===== src/dmsc_pkg.sv =====
// Package: register map, field positions and types of the converter mode and status block
package dmsc_pkg;

   // Register addresses on the special-function-register bus
   localparam logic [7:0] DMSC_MODE_ADDR = 8'hD1;
   localparam logic [7:0] DMSC_STAT_ADDR = 8'hD8;

   // Reset values
   localparam logic [7:0] DMSC_MODE_RESET = 8'h00;
   localparam logic [7:0] DMSC_STAT_RESET = 8'h00;
   localparam logic [7:0] DMSC_RD_IDLE    = 8'h00;

   // Status register bit positions
   localparam int STAT_PRI_RDY_BIT = 7;
   localparam int STAT_AUX_RDY_BIT = 6;
   localparam int STAT_CAL_BIT     = 5;
   localparam int STAT_NOREF_BIT   = 4;
   localparam int STAT_PRI_ERR_BIT = 3;
   localparam int STAT_AUX_ERR_BIT = 2;

   // Mode register bit positions
   localparam int MODE_PRI_EN_BIT = 5;
   localparam int MODE_AUX_EN_BIT = 4;
   localparam int MODE_OP_MSB     = 2;
   localparam int MODE_OP_LSB     = 0;

   // Result widths of the two converters
   localparam int DMSC_PRI_W = 24;
   localparam int DMSC_AUX_W = 16;

   // Operation field encodings
   typedef enum logic [2:0] {
      OP_POWER_DOWN = 3'b000,
      OP_IDLE       = 3'b001,
      OP_SINGLE     = 3'b010,
      OP_CONTINUOUS = 3'b011,
      OP_CAL_INT_ZS = 3'b100,
      OP_CAL_INT_FS = 3'b101,
      OP_CAL_SYS_ZS = 3'b110,
      OP_CAL_SYS_FS = 3'b111
   } dmsc_op_t;

   // Completion event from one converter's filter
   typedef struct packed {
      logic done;                          // One-cycle completion pulse
      logic saturated;                     // Result hit all zeros or all ones
      logic calFault;                      // Calibration could not produce coefficients
   } dmsc_evt_t;

   // Register bus request
   typedef struct packed {
      logic       write;                   // Write strobe
      logic       read;                    // Read strobe
      logic [7:0] addr;                    // Register address
      logic [7:0] wrData;                  // Write data
   } dmsc_sfr_req_t;

   // Whole state of the block
   typedef struct packed {
      logic                  primaryEnable;
      logic                  auxiliaryEnable;
      dmsc_op_t              operationField;
      logic                  primaryReadyFlag;
      logic                  auxiliaryReadyFlag;
      logic                  calDoneFlag;
      logic                  extReferenceMissing;
      logic                  primaryErrorFlag;
      logic                  auxiliaryErrorFlag;
      logic                  converterReset;
      logic                  primaryResultWrite;
      logic                  auxiliaryResultWrite;
      logic                  primaryCoefWrite;
      logic                  auxiliaryCoefWrite;
      logic [DMSC_PRI_W-1:0] primaryResult;
      logic [DMSC_AUX_W-1:0] auxiliaryResult;
      logic [7:0]            rdData;
   } dmsc_state_t;

endpackage


===== src/dmsc_ctrl.sv =====
// Mode and status register logic for a primary and an auxiliary sigma-delta converter
module dmsc_ctrl #(
   parameter int PRI_WIDTH = 24,                            // Primary result width
   parameter int AUX_WIDTH = 16                             // Auxiliary result width
) (
   input  wire logic                              clock,              // Core clock
   input  wire logic                              rst_n,              // Synchronous reset, active low
   input  wire dmsc_pkg::dmsc_sfr_req_t           sfrReq,             // Register bus request
   output logic [7:0]                             sfrRdData,          // Read data, one cycle after read
   input  wire dmsc_pkg::dmsc_evt_t               primaryEvt,         // Primary completion event
   input  wire logic [dmsc_pkg::DMSC_PRI_W-1:0]   primaryRaw,         // Primary filter output
   input  wire dmsc_pkg::dmsc_evt_t               auxiliaryEvt,       // Auxiliary completion event
   input  wire logic [dmsc_pkg::DMSC_AUX_W-1:0]   auxiliaryRaw,       // Auxiliary filter output
   input  wire logic                              referenceLow,       // Reference detector: pins floating or low
   input  wire logic                              primaryExtRef,      // Primary uses external reference
   input  wire logic                              auxiliaryExtRef,    // Auxiliary uses external reference
   input  wire logic                              tempSensorSelected, // Auxiliary input is temperature sensor
   output dmsc_pkg::dmsc_op_t                     operationField,     // Current operation
   output logic                                   primaryRun,         // Primary enabled and not powered down
   output logic                                   auxiliaryRun,       // Auxiliary enabled and not powered down
   output logic                                   converterReset,     // One-cycle reset of both converters
   output logic                                   primaryResultWrite, // Primary data register load pulse
   output logic [dmsc_pkg::DMSC_PRI_W-1:0]        primaryResult,      // Primary data to load
   output logic                                   primaryCoefWrite,   // Primary coefficient load pulse
   output logic                                   auxiliaryResultWrite, // Auxiliary data register load pulse
   output logic [dmsc_pkg::DMSC_AUX_W-1:0]        auxiliaryResult,    // Auxiliary data to load
   output logic                                   auxiliaryCoefWrite  // Auxiliary coefficient load pulse
);
   import dmsc_pkg::*;

   // Widths are fixed by the package struct; other values cannot be served
   if (PRI_WIDTH != DMSC_PRI_W || AUX_WIDTH != DMSC_AUX_W) begin : g_width_check
      $error("dmsc_ctrl: result widths must match the package");
   end

   dmsc_state_t s;
   dmsc_state_t next_s;

   logic     modeWrite;
   logic     statWrite;
   logic     startOp;
   logic     calOp;
   logic     anyActive;
   logic     primaryAccept;
   logic     auxiliaryAccept;
   dmsc_op_t writtenOp;
   logic [7:0] modeImage;
   logic [7:0] statImage;

   // Decode of bus strobes and of the operation being written
   assign modeWrite = sfrReq.write && (sfrReq.addr == DMSC_MODE_ADDR);
   assign statWrite = sfrReq.write && (sfrReq.addr == DMSC_STAT_ADDR);
   assign writtenOp = dmsc_op_t'(sfrReq.wrData[MODE_OP_MSB:MODE_OP_LSB]);
   assign startOp   = modeWrite && (writtenOp >= OP_SINGLE);
   assign calOp     = (s.operationField >= OP_CAL_INT_ZS);
   assign anyActive = primaryRun || auxiliaryRun;

   // A converter that is enabled but in power-down or idle never completes,
   // so the ready gate is the only acceptance condition needed here
   // result gate
   assign primaryAccept   = primaryEvt.done && !s.primaryReadyFlag;
   assign auxiliaryAccept = auxiliaryEvt.done && !s.auxiliaryReadyFlag;

   // Register images; reserved positions stay zero
   // reserved bits
   always_comb begin
      modeImage = 8'h00;
      modeImage[MODE_PRI_EN_BIT] = s.primaryEnable;
      modeImage[MODE_AUX_EN_BIT] = s.auxiliaryEnable;
      modeImage[MODE_OP_MSB:MODE_OP_LSB] = s.operationField;
      statImage = 8'h00;
      statImage[STAT_PRI_RDY_BIT] = s.primaryReadyFlag;
      statImage[STAT_AUX_RDY_BIT] = s.auxiliaryReadyFlag;
      statImage[STAT_CAL_BIT]     = s.calDoneFlag;
      statImage[STAT_NOREF_BIT]   = s.extReferenceMissing;
      statImage[STAT_PRI_ERR_BIT] = s.primaryErrorFlag;
      statImage[STAT_AUX_ERR_BIT] = s.auxiliaryErrorFlag;
   end

   // Next state: clears first, hardware sets after them so a same-cycle event wins over a clear; a mode write comes last
   always_comb begin
      next_s = s;
      next_s.converterReset       = 1'b0;
      next_s.primaryResultWrite   = 1'b0;
      next_s.auxiliaryResultWrite = 1'b0;
      next_s.primaryCoefWrite     = 1'b0;
      next_s.auxiliaryCoefWrite   = 1'b0;

      // Registered, so the flag lags the detector by one cycle
      // reference detect
      next_s.extReferenceMissing = referenceLow && anyActive;

      // Ones written to the ready bits are ignored, so a read-modify-write is harmless
      // software clear, only zeros take effect
      if (statWrite) begin
         next_s.primaryReadyFlag   = s.primaryReadyFlag & sfrReq.wrData[STAT_PRI_RDY_BIT];
         next_s.auxiliaryReadyFlag = s.auxiliaryReadyFlag & sfrReq.wrData[STAT_AUX_RDY_BIT];
      end

      // starting write clears errors, calibration flag and ready flags
      if (startOp) begin
         next_s.primaryErrorFlag   = 1'b0;
         next_s.auxiliaryErrorFlag = 1'b0;
         next_s.calDoneFlag        = 1'b0;
         next_s.primaryReadyFlag   = 1'b0;
         next_s.auxiliaryReadyFlag = 1'b0;
      end

      if (primaryAccept) begin
         next_s.primaryReadyFlag = 1'b1;
         if (calOp) begin
            next_s.calDoneFlag = 1'b1;
            if (primaryEvt.calFault) begin
               next_s.primaryErrorFlag = 1'b1;
            end else begin
               next_s.primaryCoefWrite = 1'b1;
            end
         end else begin
            next_s.primaryResultWrite = 1'b1;
            if (s.extReferenceMissing && primaryExtRef) begin
               next_s.primaryResult = '1;
            end else begin
               next_s.primaryResult = primaryRaw;
            end
            if (primaryEvt.saturated) begin
               next_s.primaryErrorFlag = 1'b1;
            end
         end
      end

      if (auxiliaryAccept) begin
         next_s.auxiliaryReadyFlag = 1'b1;
         if (calOp) begin
            next_s.calDoneFlag = 1'b1;
            if (auxiliaryEvt.calFault || tempSensorSelected) begin
               next_s.auxiliaryErrorFlag = 1'b1;
            end else begin
               next_s.auxiliaryCoefWrite = 1'b1;
            end
         end else begin
            next_s.auxiliaryResultWrite = 1'b1;
            if (s.extReferenceMissing && auxiliaryExtRef) begin
               next_s.auxiliaryResult = '1;
            end else begin
               next_s.auxiliaryResult = auxiliaryRaw;
            end
            if (auxiliaryEvt.saturated) begin
               next_s.auxiliaryErrorFlag = 1'b1;
            end
         end
      end

      // With both converters enabled the first one to finish ends the one-shot
      // one-shot operations fall back to power-down
      if ((primaryAccept || auxiliaryAccept) && (s.operationField == OP_SINGLE || calOp)) begin
         next_s.operationField = OP_POWER_DOWN;
      end

      // A write that repeats the current value still restarts both converters
      // any mode write resets both converters; it overrides the fall-back
      if (modeWrite) begin
         next_s.primaryEnable   = sfrReq.wrData[MODE_PRI_EN_BIT];
         next_s.auxiliaryEnable = sfrReq.wrData[MODE_AUX_EN_BIT];
         next_s.operationField  = writtenOp;
         next_s.converterReset  = 1'b1;
      end

      // reads of unmapped addresses give zero
      if (sfrReq.read) begin
         case (sfrReq.addr)
            DMSC_MODE_ADDR: begin
               next_s.rdData = modeImage;
            end
            DMSC_STAT_ADDR: begin
               next_s.rdData = statImage;
            end
            default: begin
               next_s.rdData = DMSC_RD_IDLE;
            end
         endcase
      end
   end

   // State register
   // Synchronous reset; every flag and the field start at zero
   // power-down after reset
   always_ff @(posedge clock) begin
      if (!rst_n) begin
         s <= '0;
      end else begin
         s <= next_s;
      end
   end

   // Outputs straight from the state
   assign sfrRdData            = s.rdData;
   assign operationField       = s.operationField;
   assign primaryRun           = s.primaryEnable && (s.operationField != OP_POWER_DOWN);
   assign auxiliaryRun         = s.auxiliaryEnable && (s.operationField != OP_POWER_DOWN);
   assign converterReset       = s.converterReset;
   assign primaryResultWrite   = s.primaryResultWrite;
   assign primaryResult        = s.primaryResult;
   assign primaryCoefWrite     = s.primaryCoefWrite;
   assign auxiliaryResultWrite = s.auxiliaryResultWrite;
   assign auxiliaryResult      = s.auxiliaryResult;
   assign auxiliaryCoefWrite   = s.auxiliaryCoefWrite;
endmodule // dmsc_ctrl


===== config.mk =====
export PLATFORM = sky130hd
export DESIGN_NAME = dmsc_ctrl
export DESIGN_NICKNAME = d
export VERILOG_FILES = /design/src/dmsc_pkg.sv /design/src/dmsc_ctrl.sv
export SDC_FILE = /design/constraint.sdc
export NUM_CORES = 1
export LEC_CHECK = 0
export ABC_AREA = 1
export BUFFER_PORTS_ARGS = -buffer_cell sky130_fd_sc_hd__clkbuf_2
export CAP_MARGIN = 10
export CORE_UTILIZATION = 50
export DETAILED_ROUTE_END_ITERATION = 10
export GPL_ROUTABILITY_DRIVEN = 0
export PLACE_DENSITY_LB_ADDON = 0.1
export REMOVE_ABC_BUFFERS = 1
export SLEW_MARGIN = 20
export SYNTH_ARGS = -nofsm -noshare
export SYNTH_HDL_FRONTEND = slang
export SYNTH_SLANG_ARGS = --single-unit

===== constraint.sdc =====
create_clock -name clock -period 3.3 [get_ports clock]
set_clock_uncertainty 0.05 [all_clocks]
set_input_delay 0.165 -clock clock [delete_from_list [all_inputs] [get_ports clock]]
set_output_delay 0.165 -clock clock [all_outputs]
set_load 0.05 [all_outputs]

; ---- Word level (Yosys, flattened, before mapping)
; Index checks and enable logic that the tools add are counted.
[word_totals]
ff_bits = 64
inputBits = 70
out_inout_bits = 58
wordCells = 77
[op_classes]
n_lt_le_gt_ge = 2
n_eq_ne = 3
mux = 25
n_bitwise = 3
n_reduce_logical = 27
[op_table]
columns = operator, n
row1 = 2-to-1 mux 24 bit, 1
row2 = "== test 8 bit, second input constant", 2
row3 = 2-to-1 mux 1 bit, 16
row4 = 2-to-1 mux 16 bit, 1
row5 = case mux 8 bit (2 select lines), 1
row6 = logical AND 1 bit, 11
row7 = 2-to-1 mux 3 bit, 3
row8 = nonzero test 3 bit, 3
row9 = AND reduction 2 bit, 4
row10 = 2-to-1 mux 2 bit, 3
row11 = AND reduction 3 bit, 2
row12 = logical OR 1 bit, 4
row13 = "== test 3 x 2 -> 1 bit, second input constant", 1
row14 = "greater-or-equal comparator 3 x 2 -> 1 bit, second input constant", 1
row15 = "greater-or-equal comparator 3 bit, second input constant", 1
row16 = AND 1 bit, 2
row17 = zero test 1 bit, 2
row18 = nonzero test 2 bit, 1
row19 = NOT 1 bit, 1

; ---- Longest topological paths before layout
[logic_depth]
word_depth = 8
mapped_depth = 9
depth_no_buf = 9

; ---- Worst setup path after synthesis
; No wires, ideal clock.
[synth_path]
path_kind = reg-to-reg
from = register s (netlist bit operationField[2])
to = register s[55] in the netlist's numbering
setup_time_ns = 0.068
arrival_ns = 1.669
required_ns = 3.182
setup_slack_ns = 1.513
stages_incl_launch_ff = 5
path_buffers = 0
period_less_slack_ns = 1.787
cell_sequence = dfxtp_1 inv_2 a31oi_1 o21ai_0 nor2_1
[synth_between]
elab_chain_cells = 4
word_cells_on_any_way = 5
classes_between = reduce/logical (5)
[synth_lines]
columns = element, line
row1 = from (decl), dmsc_ctrl.sv:36  ; dmsc_state_t s;
row2 = from (signal assigned), dmsc_ctrl.sv:191  ; s <= next_s;
row3 = nonzero test 3 bit, dmsc_ctrl.sv:199  ; assign auxiliaryRun = s.auxiliaryEnable && (s.operationField != OP_POWER_DOWN);
row4 = logical AND 1 bit, dmsc_ctrl.sv:199
row5 = named net auxiliaryRun, dmsc_ctrl.sv:20  ; output logic auxiliaryRun,
row6 = logical OR 1 bit, dmsc_ctrl.sv:56  ; assign anyActive = primaryRun || auxiliaryRun;
row7 = logical AND 1 bit, dmsc_ctrl.sv:91  ; next_s.extReferenceMissing = referenceLow && anyActive;
; The timed path passes the listed nets, and every way through them passes these cells.
; A chain may end at the register's enable or synchronous reset.

; ---- Worst setup path in the final report
[layout_path]
from = register s (netlist bit operationField[2])
to = output port auxiliaryRun
[layout_between]
elab_chain_cells = 2
[layout_lines]
columns = element, line
row1 = nonzero test 3 bit, dmsc_ctrl.sv:199
row2 = logical AND 1 bit, dmsc_ctrl.sv:199
row3 = to (decl), dmsc_ctrl.sv:20
; Every way passes these cells.

==> impl_metrics.ini <==
[run]
maxCapViolCount = 0

[timing]
slew_headroom_pct = 51.5
rsz0062_at_grt = no
max_freq_mhz = 613
period_share_pct = 49.5
tightest_slew_ps = 726
finalSetupTns_ps = 0
setup_viol = 0
fin_crit_ps = 1630
fin_ws_ps = 1670
hold_viol_final = 0
drv_slew = 0

[power_and_ir_drop]
p_switching_uw = 523
powerDensity_nw_per_um2 = 536
ir_worst_vdd_mv = 0.288
p_int_uw = 1370
power_uw = 1900
switching_share_pct = 27.5
power_frac_seq_pct = 43.9
p_comb_share_pct = 16.9
clkPwrFrac_pct = 39.2
p_leak_uw = 0.00181

[clock_network]
root_buffer = clkbuf_8
clockBufferDepth = 2
ctsResizeCount = 0
insertion_delay_ps = 330
path_clk_slew_ps = 70
h-tree-depth = 3
cts_sinks = 64
cts_tree = built
numCtsBuffers = 9

[setup_path]
slowest_delay_ps = 410
regToRegEndpoint = primaryResult[12]
reg2reg_from = operationField[2]
cp_max_fo = 8
critPathBufInv = 2
worst-path-stages = 3
arrival_ps = 1420
cp-endpoint = auxiliaryRun
start_kind = flip-flop
crit_chain = inv_2, a31oi_1, clkbuf_2
end_kind = output pin
crit_family = buffers and inverters
crit_path_start = operationField[2]
r2r_slack_ps = 1790
criticalPathCategory = reg -> out
reg2reg_depth = 4
worstPathRequired_ps = 3080
slowest_stage = dfxtp_1

[floorplan]
row_count = 27
top_level_ports = 128
die_h_um = 79.9
dieArea_um2 = 6380
die_w_um = 79.9
core_area_um2 = 5680
start_util_pct = 53.4

[route]
wl_per_cell_um = 11.8
met1Wirelength_um = 2890
drtIter0Drc = 95
via_per_inst = 4.84
highest_layer = met4
first_pass_iters = 4
routed-wl-met2_um = 2800
postRouteAntennaNets = 0
num_vias = 2535
drt-total-wl_um = 6200
drc = 0
wl_met3_um = 391

[finish]
final.fill_count = 552
area_growth_pct = 16.7
final_layout_size_suffix_gt1_share_pct = 34.5
final-seq-area_um2 = 1280
multi_input_area_um2 = 1150
antenna_cells = 0
fin_nets = 518

[min_path]
hold_path_class = in -> reg

[yosys]
synth_cell_types = 26
synth_xor_xnor_area_share_pct = 0
yosys.area_share.simple_pct = 16.0
seq_area_frac_synth_pct = 42.3
syn-mean-instance-area_um2 = 8.10
synth-compound-area-share_pct = 22.1
netlist_instances = 374
yosys-mux-area-fraction_pct = 0
synth_fa_ha_area_share_pct = 0
synth_top_family_by_area = compound AO/OA/AOI/OAI gates
synth_top_area_share_pct = 42.3
synth_top_cell_by_area = dfxtp_1
synthTopCellsByArea = dfxtp_1 42%, buf_4 13%, o21bai_1 9.9%
syn_area_um2 = 3030
synth_seq_cells = 64
yosysWarnings = 0

[global_routing]
grt_pass1_wl_um = 9920
grt_max_degree = 50
antenna_found_initial = 0
overflow = 0
grt_use_total_pct = 20.1
grt_pass1_vias = 2233

[status]
status = completed

[place]
portBuffers = 126
dpl.hpwl_um = 4290
pre_cts_ws_ps = 1630
metal layers:
layer / vias up / global-route usage [%]
met5: - / 0
met4: 0 / 10.9
met3: 12 / 5.26
met2: 79 / 32.9
met1: 1115 / 23.9
li1: 1329 / -
what timing repair did:
| item | in CTS | in global routing |
|---|---|---|
| endpoints found under the hold margin | 4 | 0 |
| hold buffers | 5 | 0 |
| buffers inserted | 0 | 0 |
cells in the mapped netlist:
cell	n
nand2_1	62
nor3_1	2
nor2_8	1
buf_2	6
a21oi_1	49
o21ai_0	11
nand2_4	2
nor4_1	1
buf_6	4
clkbuf_1	7
buf_4	52
o211ai_1	3
nand2_2	4
nand3_4	1
a31oi_1	2
o21ai_2	1
nand3_1	10
o21bai_1	40
nor2_1	19
inv_1	24
nor2_4	1
nand4_1	3
clkinv_2	1
dfxtp_1	64
o22ai_2	2
inv_2	2
power groups by stage:
stage                     logic [uW]  clock network [uW]  registers (uW)
after global routing             346                 801             836
after global placement           316                   0             847
after detailed placement         319                   0             849
after floorplan                 93.7                   0             972
final                            321                 744             832
after CTS                        324                 764             832
stage by stage:
| stage | area, um2 | cells | utilization [%] | hold WS [ps] |
|---|---|---|---|---|
| after floorplan | 2540 | 305 | - | 193 |
| after global placement | 3270 | 504 | 57.6 | 301 |
| after detailed placement | 3270 | 504 | 57.6 | 302 |
| after CTS | 3540 | 524 | 62.3 | 3.79 |
| after global routing | 3540 | 524 | 62.3 | 25.4 |
| final | 3540 | 524 | 62.3 | 21.1 |
layout make-up:
| type | instances | share of cell area [%] |
|---|---|---|
| clock buffers | 12 | 4.39 |
| repair buffers | 132 | 19.5 |
| inverters | 27 | 2.90 |
| clock inverters | 3 | 1.84 |
| multi-input cells | 214 | 32.6 |
| flip-flops and latches | 64 | 36.2 |
| well taps | 72 | 2.55 |
kinds of logic after synthesis:
logic type	after synthesis
buffers and inverters	96
AOI/OAI and AO/OA	108
DFF	64
and+or+nand+nor	106
cell usage in the layout, fill, tap and decap left out, drive strengths merged:
cell,n
buf,1
nor4,1
nor3,2
o21bai,40
clkinv,2
nand3,11
nand4,3
a21oi,49
o22ai,2
clkbuf,138
dlygate4sd3,5
nand2,68
o21ai,12
a31oi,2
nor2,21
bufinv,2
o211ai,3
dfxtp,64
inv,26
worst min-delay path, stage by stage:
cell	delay (ps)
clkbuf_2	80
o21ai_0	70
nor2_1	40
state kept, by name, indices dropped and copies added, names as in the netlist:
name	cells
auxiliaryCoefWrite	1
auxiliaryResult	16
auxiliaryResultWrite	1
converterReset	1
modeImage	2
operationField	3
primaryCoefWrite	1
primaryResult	24
primaryResultWrite	1
s	6
sfrRdData	8
worst min-delay path by stage:
stage,startpoint,endpoint,depth (start not counted)
floorplan,tempSensorSelected,auxiliaryCoefWrite,1
global placement,primaryEvt[0],primaryCoefWrite,2
detailed placement,primaryEvt[0],primaryCoefWrite,2
CTS,sfrReq[4],modeImage[4],3
global route,referenceLow,s[55],3
finish,referenceLow,s[55],3
No activity file was read; power rests on OpenSTA's default activity.
